**src/srmp_cfg.svh**
```systemverilog
// register offsets, reset values and timing constants for the motion profiler
`ifndef SRMP_CFG_SVH
`define SRMP_CFG_SVH

// ==========================================================
// register byte offsets
`define SRMP_OFF_CTRL 12'h000
`define SRMP_OFF_TARGET 12'h004
`define SRMP_OFF_MAX_SPEED 12'h008
`define SRMP_OFF_START_SPEED 12'h00C
`define SRMP_OFF_MAX_ACCEL 12'h010
`define SRMP_OFF_MAX_DECEL 12'h014
`define SRMP_OFF_TIMEOUT_RST 12'h018
`define SRMP_OFF_STATUS 12'h01C
`define SRMP_OFF_CUR_VEL 12'h020

// ==========================================================
// control bit positions
`define SRMP_CTRL_SHARED 0
`define SRMP_CTRL_TMO_EN 1
`define SRMP_CTRL_LACR 2
`define SRMP_CTRL_CLR_ERR 3

// ==========================================================
// reset values and the max speed limit
`define SRMP_CTRL_RESET 32'h0000_0003
`define SRMP_MAX_SPEED_RESET 32'h001E_8480
`define SRMP_SPEED_LIMIT 32'h1DCD_6500
`define SRMP_ACCEL_RESET 32'h0000_4E20

// ==========================================================
// timing
`define SRMP_CLK_HZ 25000000
`define SRMP_RATE_UNIT 10000
`define SRMP_INTERVAL_MS 10
`define SRMP_INTERVAL_CYC (`SRMP_CLK_HZ / 1000 * `SRMP_INTERVAL_MS)
`define SRMP_TIMEOUT_MS 1000
`define SRMP_TIMEOUT_CYC (`SRMP_CLK_HZ / 1000 * `SRMP_TIMEOUT_MS)
`define SRMP_PULSE_CYC 4

`endif

```
**src/srmp_pkg.sv**
```systemverilog
// types shared by the motion profiler
package srmp_pkg;

    // ==========================================================
    // apb request carrier
    typedef struct packed {
        logic psel;
        logic penable;
        logic pwrite;
        logic [11:0] paddr;
        logic [31:0] pwdata;
    } srmp_apb_req_t;

    // ==========================================================
    // step output carrier
    typedef struct packed {
        logic step;
        logic dir;
    } srmp_drv_t;

    // ==========================================================
    // motion phase, gray coded along stop, accel, cruise, decel
    typedef enum logic [1:0] {
        SRMP_MOT_STOP = 2'h0,
        SRMP_MOT_ACCEL = 2'h1,
        SRMP_MOT_CRUISE = 2'h3,
        SRMP_MOT_DECEL = 2'h2
    } srmp_motion_t;

endpackage : srmp_pkg

```
**src/srmp_step_rate_motion_profile.sv**
```systemverilog
// stepper motion profile generator with apb registers and command watchdog
// ==========================================================
// Notes on behaviour
// (RULE_01) speeds and velocities count microstep pulses per ten thousand seconds
// (RULE_02) max speed setting is clamped to 500,000,000, i.e. 50,000 pulses/s
// (RULE_03) velocity is signed, sign gives direction; speed is a magnitude
// (RULE_04) accel and decel limits are pulses per second per hundred seconds
// (RULE_05) each 10 ms the speed moves at most by the accel or decel limit
// (RULE_06) decel uses the accel limit unless the shared option is cleared
// (RULE_07) changes inside plus/minus starting speed apply at once
// (RULE_08) enabled timeout (default) raises an error and stops the motor
// (RULE_09) host resends a timeout reset about each second or disables it
// (RULE_10) red error indicator lights while an error stops the motor
// (RULE_11) load-adaptive current reduction is off by default, on only if enabled
// (RULE_12) max speed defaults to 200 microstep pulses per second
// (RULE_13) error output is low normally, high while an error stops the motor
// (RULE_14) timeout reset and other periodic commands restart the interval
// (RULE_15) steps issue at speed/10000 per second; direction follows the sign
`timescale 1ns/1ps
`include "srmp_cfg.svh"

module srmp_step_rate_motion_profile
    import srmp_pkg::*;
#(
    parameter int unsigned TIMEOUT_CYC = `SRMP_TIMEOUT_CYC,
    parameter int unsigned INTERVAL_CYC = `SRMP_INTERVAL_CYC
) (
    // clock and reset
    input wire logic ref_clk,
    input wire logic rst_b,
    // apb slave
    input wire logic psel,
    input wire logic penable,
    input wire logic pwrite,
    input wire logic [11:0] paddr,
    input wire logic [31:0] pwdata,
    output logic [31:0] prdata,
    output logic pready,
    output logic pslverr,
    // stepper driver
    output logic step_out,
    output logic dir_out,
    output logic load_adaptive_current_reduction,
    // error indication
    output logic err_out,
    output logic red_led
);

    // ==========================================================
    // bus decode
    srmp_apb_req_t req;
    logic wr_en;
    logic rd_setup;
    logic addr_ok;

    assign req = '{psel, penable, pwrite, paddr, pwdata};
    assign pready = 1'b1;
    assign wr_en = req.psel && req.penable && req.pwrite;
    assign rd_setup = req.psel && !req.penable && !req.pwrite;

    always_comb begin
        unique case (req.paddr)
            `SRMP_OFF_CTRL,
            `SRMP_OFF_TARGET,
            `SRMP_OFF_MAX_SPEED,
            `SRMP_OFF_START_SPEED,
            `SRMP_OFF_MAX_ACCEL,
            `SRMP_OFF_MAX_DECEL,
            `SRMP_OFF_TIMEOUT_RST,
            `SRMP_OFF_STATUS,
            `SRMP_OFF_CUR_VEL: addr_ok = 1'b1;
            default: addr_ok = 1'b0;
        endcase
    end

    // unmapped words answer with an error and read as zero
    assign pslverr = req.psel && req.penable && !addr_ok;

    function automatic logic hit(input logic [11:0] off);
        return wr_en && req.paddr == off;
    endfunction : hit

    function automatic logic [31:0] mag(input logic signed [31:0] v);
        return v[31] ? 32'(-v) : 32'(v); // RULE_03
    endfunction : mag

    // limits a velocity to plus or minus the speed ceiling
    function automatic logic signed [31:0] clamp(
        input logic signed [31:0] v,
        input logic [31:0] lim
    );
        if (v > $signed(lim))
            return $signed(lim);
        if (v < -$signed(lim))
            return -$signed(lim);
        return v;
    endfunction : clamp

    // ==========================================================
    // configuration registers
    logic [31:0] ctrl;
    logic signed [31:0] target;
    logic [31:0] max_speed;
    logic [31:0] start_speed;
    logic [31:0] max_accel;
    logic [31:0] max_decel;

    always_ff @(posedge ref_clk) begin
        if (!rst_b)
            ctrl <= `SRMP_CTRL_RESET; // RULE_06 RULE_08 RULE_11
        else if (hit(`SRMP_OFF_CTRL))
            ctrl <= {29'h0, pwdata[2:0]};
    end

    // writes above the top rate are clamped rather than refused
    always_ff @(posedge ref_clk) begin
        if (!rst_b)
            max_speed <= `SRMP_MAX_SPEED_RESET; // RULE_12
        else if (hit(`SRMP_OFF_MAX_SPEED))
            max_speed <= (pwdata > `SRMP_SPEED_LIMIT) ?
                `SRMP_SPEED_LIMIT : pwdata; // RULE_02
    end

    always_ff @(posedge ref_clk) begin
        if (!rst_b)
            start_speed <= 32'h0;
        else if (hit(`SRMP_OFF_START_SPEED))
            start_speed <= pwdata;
    end

    always_ff @(posedge ref_clk) begin
        if (!rst_b)
            max_accel <= `SRMP_ACCEL_RESET;
        else if (hit(`SRMP_OFF_MAX_ACCEL))
            max_accel <= pwdata; // RULE_04
    end

    always_ff @(posedge ref_clk) begin
        if (!rst_b)
            max_decel <= `SRMP_ACCEL_RESET;
        else if (hit(`SRMP_OFF_MAX_DECEL))
            max_decel <= pwdata; // RULE_04
    end

    assign load_adaptive_current_reduction = ctrl[`SRMP_CTRL_LACR]; // RULE_11

    // ==========================================================
    // target velocity; periodic commands feed the watchdog
    logic activity;

    always_ff @(posedge ref_clk) begin
        if (!rst_b)
            target <= 32'sh0;
        else if (hit(`SRMP_OFF_TARGET))
            target <= $signed(pwdata); // RULE_01 RULE_03
    end

    assign activity = hit(`SRMP_OFF_TARGET) ||
        hit(`SRMP_OFF_TIMEOUT_RST); // RULE_14

    // ==========================================================
    // command watchdog and error latch
    logic [31:0] wd_cnt;
    logic tmo_err;
    logic err_clr;

    assign err_clr = hit(`SRMP_OFF_CTRL) && pwdata[`SRMP_CTRL_CLR_ERR];

    // saturates so a long silence cannot wrap back to a fed count
    always_ff @(posedge ref_clk) begin
        if (!rst_b)
            wd_cnt <= 32'h0;
        else if (activity || !ctrl[`SRMP_CTRL_TMO_EN])
            wd_cnt <= 32'h0; // RULE_14
        else if (wd_cnt < TIMEOUT_CYC)
            wd_cnt <= wd_cnt + 32'h1;
    end

    // expiry wins over a simultaneous clear so no timeout is lost
    always_ff @(posedge ref_clk) begin
        if (!rst_b)
            tmo_err <= 1'b0;
        else if (ctrl[`SRMP_CTRL_TMO_EN] && wd_cnt >= TIMEOUT_CYC - 1)
            tmo_err <= 1'b1; // RULE_08
        else if (err_clr)
            tmo_err <= 1'b0;
    end

    assign err_out = tmo_err; // RULE_13
    assign red_led = tmo_err; // RULE_10

    // ==========================================================
    // 10 ms ramp tick
    // free-running, so a new target waits for the next ramp slot
    logic [31:0] tick_cnt;
    logic tick;

    assign tick = tick_cnt == INTERVAL_CYC - 1;

    always_ff @(posedge ref_clk) begin
        if (!rst_b || tick)
            tick_cnt <= 32'h0;
        else
            tick_cnt <= tick_cnt + 32'h1;
    end

    // ==========================================================
    // velocity ramp
    logic signed [31:0] cur_vel;
    logic signed [31:0] goal;
    logic signed [32:0] diff;
    logic [31:0] dec_lim;
    logic [31:0] step_lim;
    logic speeding_up;
    logic signed [31:0] next_vel;

    always_comb begin
        // an error forces the goal to standstill
        if (tmo_err)
            goal = 32'sh0; // RULE_08
        else
            goal = clamp(target, max_speed);
        diff = 33'(goal) - 33'(cur_vel);
        dec_lim = ctrl[`SRMP_CTRL_SHARED] ? max_accel : max_decel; // RULE_06
        speeding_up = (cur_vel == 0) || (goal[31] == cur_vel[31] &&
            mag(goal) > mag(cur_vel));
        step_lim = speeding_up ? max_accel : dec_lim; // RULE_05
        if (mag(goal) <= start_speed && mag(cur_vel) <= start_speed)
            next_vel = goal; // RULE_07
        else if (diff > $signed({1'b0, step_lim}))
            next_vel = 32'(cur_vel + $signed(step_lim)); // RULE_05
        else if (diff < -$signed({1'b0, step_lim}))
            next_vel = 32'(cur_vel - $signed(step_lim)); // RULE_05
        else
            next_vel = goal;
    end

    always_ff @(posedge ref_clk) begin
        if (!rst_b)
            cur_vel <= 32'sh0;
        else if (tick)
            cur_vel <= next_vel;
    end

    // ==========================================================
    // motion phase for status, gray coded along stop-accel-cruise-decel
    srmp_motion_t motion;
    srmp_motion_t next_motion;

    always_comb begin
        if (next_vel == 0)
            next_motion = SRMP_MOT_STOP;
        else if (next_vel == goal)
            next_motion = SRMP_MOT_CRUISE;
        else if (speeding_up)
            next_motion = SRMP_MOT_ACCEL;
        else
            next_motion = SRMP_MOT_DECEL;
    end

    always_ff @(posedge ref_clk) begin
        if (!rst_b)
            motion <= SRMP_MOT_STOP;
        else if (tick)
            motion <= next_motion;
    end

    // ==========================================================
    // step generator: phase accumulator in pulses per 10000 s
    // accumulates speed each cycle; one step per clk_hz*10000 units
    localparam logic [47:0] WRAP = 48'(64'(`SRMP_CLK_HZ) * `SRMP_RATE_UNIT);
    logic [47:0] phase;
    logic [7:0] pulse_cnt;
    logic wrap_hit;
    logic [31:0] spd;

    assign spd = mag(cur_vel);
    assign wrap_hit = (phase + 48'(spd)) >= WRAP;

    always_ff @(posedge ref_clk) begin
        if (!rst_b)
            phase <= 48'h0;
        else if (wrap_hit)
            phase <= phase + 48'(spd) - WRAP; // RULE_15
        else
            phase <= phase + 48'(spd);
    end

    always_ff @(posedge ref_clk) begin
        if (!rst_b)
            pulse_cnt <= 8'h0;
        else if (wrap_hit)
            pulse_cnt <= 8'(`SRMP_PULSE_CYC);
        else if (pulse_cnt != 8'h0)
            pulse_cnt <= pulse_cnt - 8'h1;
    end

    always_ff @(posedge ref_clk) begin
        if (!rst_b)
            step_out <= 1'b0;
        else
            step_out <= pulse_cnt != 8'h0; // RULE_15
    end

    // holds the last direction through standstill so the driver
    // never sees a spurious reversal
    always_ff @(posedge ref_clk) begin
        if (!rst_b)
            dir_out <= 1'b0;
        else if (cur_vel != 0)
            dir_out <= cur_vel[31]; // RULE_03 RULE_15
    end

    // ==========================================================
    // read data
    logic [31:0] rd_word;

    always_comb begin
        unique case (req.paddr)
            `SRMP_OFF_CTRL: rd_word = ctrl;
            `SRMP_OFF_TARGET: rd_word = target;
            `SRMP_OFF_MAX_SPEED: rd_word = max_speed;
            `SRMP_OFF_START_SPEED: rd_word = start_speed;
            `SRMP_OFF_MAX_ACCEL: rd_word = max_accel;
            `SRMP_OFF_MAX_DECEL: rd_word = max_decel;
            `SRMP_OFF_STATUS: rd_word = {28'h0, motion, dir_out, tmo_err};
            `SRMP_OFF_CUR_VEL: rd_word = cur_vel;
            default: rd_word = 32'h0;
        endcase
    end

    // loaded in the setup cycle so the word already stands at the
    // access edge; a value changing in between is seen one cycle old
    always_ff @(posedge ref_clk) begin
        if (!rst_b)
            prdata <= 32'h0;
        else if (rd_setup)
            prdata <= rd_word;
    end

endmodule : srmp_step_rate_motion_profile

```
**config.mk**
```make
export PLATFORM = sky130hd
export DESIGN_NAME = srmp_step_rate_motion_profile
export DESIGN_NICKNAME = d
export VERILOG_FILES = /design/src/srmp_pkg.sv /design/src/srmp_step_rate_motion_profile.sv
export VERILOG_INCLUDE_DIRS = /design/src
export SDC_FILE = /design/constraint.sdc
export NUM_CORES = 2
export LEC_CHECK = 0
export ABC_AREA = 1
export BUFFER_PORTS_ARGS = -buffer_cell sky130_fd_sc_hd__buf_2
export CAP_MARGIN = 10
export CORE_MARGIN = 5
export CORE_UTILIZATION = 49
export CTS_CLUSTER_SIZE = 40
export DETAILED_ROUTE_END_ITERATION = 10
export PLACE_DENSITY = 0.76
export SYNTH_ARGS = -nofsm -noshare
export SYNTH_HDL_FRONTEND = slang
export SYNTH_SLANG_ARGS = --single-unit
```
**constraint.sdc**
```tcl
create_clock -name ref_clk -period 8.4 [get_ports ref_clk]
set_input_delay 2.52 -clock ref_clk [delete_from_list [all_inputs] [get_ports ref_clk]]
set_output_delay 2.52 -clock ref_clk [all_outputs]
set_load 0.1 [all_outputs]
```
# After elaboration in Yosys (flattened, before gate mapping)
# Cells that the tools add are included.
# classes
add_sub_neg	12
eq_ne	11
magnitude_cmp	11
n_reduce_logical	35
n_bitwise	1
n_mux	28
# op_table
operator	count
32-bit two-way mux	13
32-bit one-hot mux with 8 select lines	1
32-bit negation	3
32-bit by 1-bit adder with 32-bit output, second input constant	2
32-bit > comparator	2
32-bit <= comparator	2
32-bit logical NOT	2
48-bit by 32-bit adder with 48-bit output	1
12-bit by 5-bit equality test with 1-bit output, second input constant	4
48-bit by 38-bit greater-or-equal comparator with 1-bit output, second input constant	1
48-bit two-way mux	1
48-bit by 38-bit subtractor with 48-bit output, second input constant	1
33-bit > comparator	1
33-bit < comparator	1
32-bit negation with 33-bit output	1
32-bit by 32-bit subtractor with 33-bit output	1
32-bit adder	1
32-bit by 18-bit equality test with 1-bit output, second input constant	1
32-bit equality test	1
32-bit by 25-bit greater-or-equal comparator with 1-bit output, second input constant	1
32-bit by 29-bit > comparator with 1-bit output, second input constant	1
32-bit by 25-bit < comparator with 1-bit output, second input constant	1
32-bit < comparator	1
32-bit nonzero test	1
18 further kinds	53
# word_totals
reg_bits	352
inputBits	49
out_inout_bits	39
elab_cells	115

# Longest topological paths before layout
# depth
word_depth	22
ltp_mapped	90

# Least setup slack after synthesis
# No wires, ideal clock.
# synth_timing
path_kind	input to output
from	input paddr[5]
to	output pslverr
arrival_time_ps	8038
slack_ps	-2158
t_required_ps	5880
path_stages	7
cell_sequence	inv_1 > nand3_1 > inv_1 > nand3_1 > clkbuf_1 > nand4_1 > a2111oi_0
# synth_between
elab_chain_cells	5
elab_cells_between_ends	13
cone_classes	eq/ne: 8; mux: 1; reduce/logical: 4
# synth_rtl
element	line	text
start: declaration	srmp_step_rate_motion_profile.sv:35	input wire logic [11:0] paddr,
12-bit by 4-bit equality test with 1-bit output (tied with other cells)	srmp_step_rate_motion_profile.sv:62	unique case (req.paddr)
9-bit OR reduction (*)	srmp_step_rate_motion_profile.sv:62	
1-bit two-way mux (*)	srmp_step_rate_motion_profile.sv:62	
1-bit logical NOT (*)	srmp_step_rate_motion_profile.sv:77	assign pslverr = req.psel && req.penable && !addr_ok;
1-bit logical AND (*)	srmp_step_rate_motion_profile.sv:77	
end: declaration	srmp_step_rate_motion_profile.sv:39	output logic pslverr,
# Every way passes the cells marked *; elsewhere a longest branch is shown, timed or not.

# Worst setup path after layout
# layout_timing
from	register max_speed[9]
to	register motion[1]
# layout_between
elab_chain_cells	22
elab_cells_between_ends	36
cone_classes	add/sub: 6; order compare: 6; eq/ne: 2; mux: 18; reduce/logical: 4
# layout_rtl
element	line	text
start: declaration	srmp_step_rate_motion_profile.sv:103	logic [31:0] max_speed;
start signal: assignment	srmp_step_rate_motion_profile.sv:118	max_speed <= `SRMP_MAX_SPEED_RESET;
start signal: assignment	srmp_step_rate_motion_profile.sv:120	max_speed <= (pwdata > `SRMP_SPEED_LIMIT) ?
32-bit negation	srmp_step_rate_motion_profile.sv:94, srmp_step_rate_motion_profile.sv:95	
32-bit < comparator	srmp_step_rate_motion_profile.sv:94	if (v < -$signed(lim))
1-bit two-way mux (2 in series)	srmp_step_rate_motion_profile.sv:94	
1-bit two-way mux	srmp_step_rate_motion_profile.sv:219	if (tmo_err)
32-bit two-way mux	srmp_step_rate_motion_profile.sv:96	return v;
32-bit two-way mux (*)	srmp_step_rate_motion_profile.sv:94	
32-bit two-way mux (*)	srmp_step_rate_motion_profile.sv:219	
32-bit negation	srmp_step_rate_motion_profile.sv:84	return v[31] ? 32'(-v) : 32'(v);
[... 5 more ...]	n/a	
32-bit negation with 33-bit output	srmp_step_rate_motion_profile.sv:232	else if (diff < -$signed({1'b0, step_lim}))
33-bit < comparator	srmp_step_rate_motion_profile.sv:232	
32-bit two-way mux	srmp_step_rate_motion_profile.sv:232	
32-bit two-way mux	srmp_step_rate_motion_profile.sv:230	else if (diff > $signed({1'b0, step_lim}))
32-bit two-way mux	srmp_step_rate_motion_profile.sv:228	if (mag(goal) <= start_speed && mag(cur_vel) <= start_speed)
32-bit equality test	srmp_step_rate_motion_profile.sv:253	else if (next_vel == goal)
2-bit two-way mux	srmp_step_rate_motion_profile.sv:253	
2-bit two-way mux (*)	srmp_step_rate_motion_profile.sv:251	if (next_vel == 0)
end signal: assignment	srmp_step_rate_motion_profile.sv:265	motion <= next_motion;
end: declaration	srmp_step_rate_motion_profile.sv:247	srmp_motion_t motion;
# Every way passes the cells marked *; elsewhere a longest branch is shown, timed or not. The select of a mux whose other input is x is not followed.
# A chain may end at the register's enable or synchronous reset.

==> results.toml <==
[outcome]
outcome = "complete, but fails checks"
failed_checks = "negative setup slack"

[grt]
maximum_number_of_pins_on_one_net_before_global_route_repair = 66
initial_antenna_violation_count = 4
first_global_vias = 39670
grt_use_total = 0.3635
global_route_wire_length_before_repair_mm = 223.1
global_route.overflow_total = 0

[logic_synthesis]
synth_top_area_cell = "dfxtp_1"
mappedNetlistNets = 5922
netlist_top_cells_count = "nand2_1, inv_1, nor2_1"
ys_warn_count = 0
synthArstFlopShare = 0
post_synth.cell_area_avg_um2 = 6.302
yosys_register_bits = 352
synth_flop_cell = "dfxtp_1"
sequential_cell_area_fraction_in_the_yosys_report = 0.2029
syn_area_um2 = 34730
post-synth-top-count-cell = "nand2_1"
synth.area.top_cells = "dfxtp_1, ha_1, nand2_1, inv_1, a21oi_1"
edff_count_synth = 0
synth.top_cell.area_share = 0.2029
unique_masters_post_synth = 73
cell_count_after_synthesis = 5512

[power_and_ir_drop]
max-vdd-ir-drop_mv = 0.1961
static-leakage-power_nw = 22.88
pwr_density_nw_per_um2 = 115.1
total_power_mw = 5.279

[route]
avgRoutedWirePerCell_um = 20.22
final_antenna_net_count = 0
post_drt_via_cell_ratio = 5.794
drt_pass1_iterations = 9
detail_route.wirelength_mm = 149.7
detailroute.via_count = 42900
initialDrtViolationCount = 5356
post-route-drc-count = 0

[timing]
final_critical_path_setup_slack_ps = -1975
finalWorstPathRequiredPeriod_ps = 10370
finalSetupViolations = 34
worst_slew_margin_rel = 0.3535
fmax_mhz = 96.39
post_route_fraction_of_the_period_consumed_by_the_critical_path = 1.235
timing_max_transition_violations_final = 0
grt_setup_unrepaired = "true"
final-hold-violation-count = 0
worst_slew_pin_slew_ps = 960.8
final.setup_skew_ps = 54.09
totalNegativeSetupSlack_ps = -46430

[placed_design]
numPortBuffers = 86
dp_slack_ps = -2108
place.detailed.hpwl_mm = 117.6
routabilityCongestion = 1.090

[floorplan]
die_y_um = 276.2
die_width_um = 276.2
core_um2 = 70150
fp-row-count = 97
io_pins = 88
initial_core_util = 0.4951
die-area_um2 = 76310

[layout]
final_net_count = 6840
drive_above_1_share = 0.2329
areaGrowthSynthToFinish_pct = 32.02

[worst_setup_path]
cp-start-kind = "flip-flop"
timing.rr.start = "max_speed[9]"
crit_fanout = 25
critical-path-top-cell-by-count = "buf_4"
crit_path_top_delay_cell = "nor4_2"
cp_data_arrival_time_ps = 10890
timing.critical_path.to = "motion[1]"
timing.reg2reg.worst_path_depth = 79
critical_path.endpoint_type = "flip-flop"
cp.required_ps = 8920
reg2reg_setup_slack_ps = -1970
rr_endpoint = "motion[1]"
worstSetupPathType = "reg -> reg"
critical_path.max_stage_delay_ps = 390
cp-startpoint = "max_speed[9]"

[cts]
cts.clk_slew.worst_paths_ps = 60
clock_tree.buffer_depth = 3
worstSkewPairLatency_ps = 620
cts_inserted_buffers = 44
cts-hold-fix-buffers = 0
clock-sinks = 352
clock_tree.htree_level_count = 2
buffer_cell_driving_the_clock_tree_root = "clkbuf_16"
tritoncts = "built"

[hold_path]
min-delay-start = "wd_cnt[30]"
holdCritPathClass = "reg -> reg"

[flow_run]
max_cap_violations = 0
[power by group]
group          switching [mW]  internal (mW)
Sequential             0.0562           1.76
Combinational            1.02          0.432
Clock                   0.825           1.19
[cells in the final DEF (no fill, tap or decap), types with 175 or more instances in the layout]
master / count
inv_1: 740
nand2_1: 1102
xor2_1: 175
buf_4: 912
nand3_1: 262
nor2_1: 584
dfxtp_1: 350
o21ai_0: 285
ha_1: 346
a21oi_1: 476
[critical path, delay by kind of cell, from the launching register on]
| family | cells | cell delay, ps |
|---|---|---|
| buffers and inverters | 32 | 3890 |
| flip-flops | 1 | 340 |
| adder cells (fa/ha/maj) | 3 | 720 |
| AO/OA/AOI/OAI | 3 | 360 |
| XOR/XNOR | 1 | 240 |
| AND/OR/NAND/NOR | 40 | 4710 |
[what timing repair did]
| item | CTS | global route |
|---|---|---|
| endpoints found under the setup margin | 34 | 34 |
| pin swaps | 41 | 83 |
| resized for setup | 133 | 185 |
| buffers inserted | 79 | 36 |
| gates cloned | 3 | 3 |
[layout make-up]
class                           count  area, µm²
Fill cell                        6277      24290
Clock buffer                       59       1239
Multi-Input combinational cell   4206      25200
Antenna cell                        1      2.502
Inverter                          781       2962
Tap cell                          940       1176
Timing Repair inverter              2      15.01
Timing Repair Buffer             1043       7953
Clock inverter                     19      259.0
Sequential cell                   352       7054
[cells by family (layout without fill, tap and decap cells)]
family                   count (synthesis)  after routing  share of synthesized area
flip-flops                             352            352                     0.2029
AND/OR/NAND/NOR                       2432           2432                     0.3019
adder cells (fa/ha/maj)                361            361                     0.1309
AO/OA/AOI/OAI                         1191           1191                     0.1984
other                                    1              2                  0.0001080
XOR/XNOR                               221            221                    0.05778
buffers and inverters                  954           1904                     0.1081
[through the flow]
step	instance area [µm²]	std cells	util	hold slack, ps
after detailed placement	42070	7204	0.5997	427.7
final	45860	7403	0.6537	437.5
after global placement	42070	7204	0.5997	415.8
after CTS	44730	7364	0.6376	443.5
after floorplan	34890	5512	-	408.3
after global routing	45860	7403	0.6537	456.9
[how the worst min path moves through the flow]
stage | end | cells after the start
2_1_floorplan | wd_cnt[29] | 2
3_3_place_gp | wd_cnt[28] | 2
3_5_place_dp | wd_cnt[28] | 2
4_1_cts | wd_cnt[27] | 2
5_1_grt | wd_cnt[30] | 2
6_report | wd_cnt[30] | 2
[state kept, by name, indices dropped and copies added, names as in the netlist]
register,cells
wd_cnt,32
step_out,1
max_accel,32
dir_out,1
max_speed,32
cur_vel,32
max_decel,32
target,32
phase,48
err_out,1
start_speed,32
motion,2
pulse_cnt,8
prdata,32
tick_cnt,32
ctrl,3
[routing by layer]
metal  vias up  GRT usage  part of all wire
met5         -          0           0.00018
met4         4     0.1558             0.056
met3       557    0.09567              0.13
met2      2551     0.5467              0.41
met1     19580     0.4930              0.40
li1      20200          -                 -
Power figures use the tool's default switching activity.
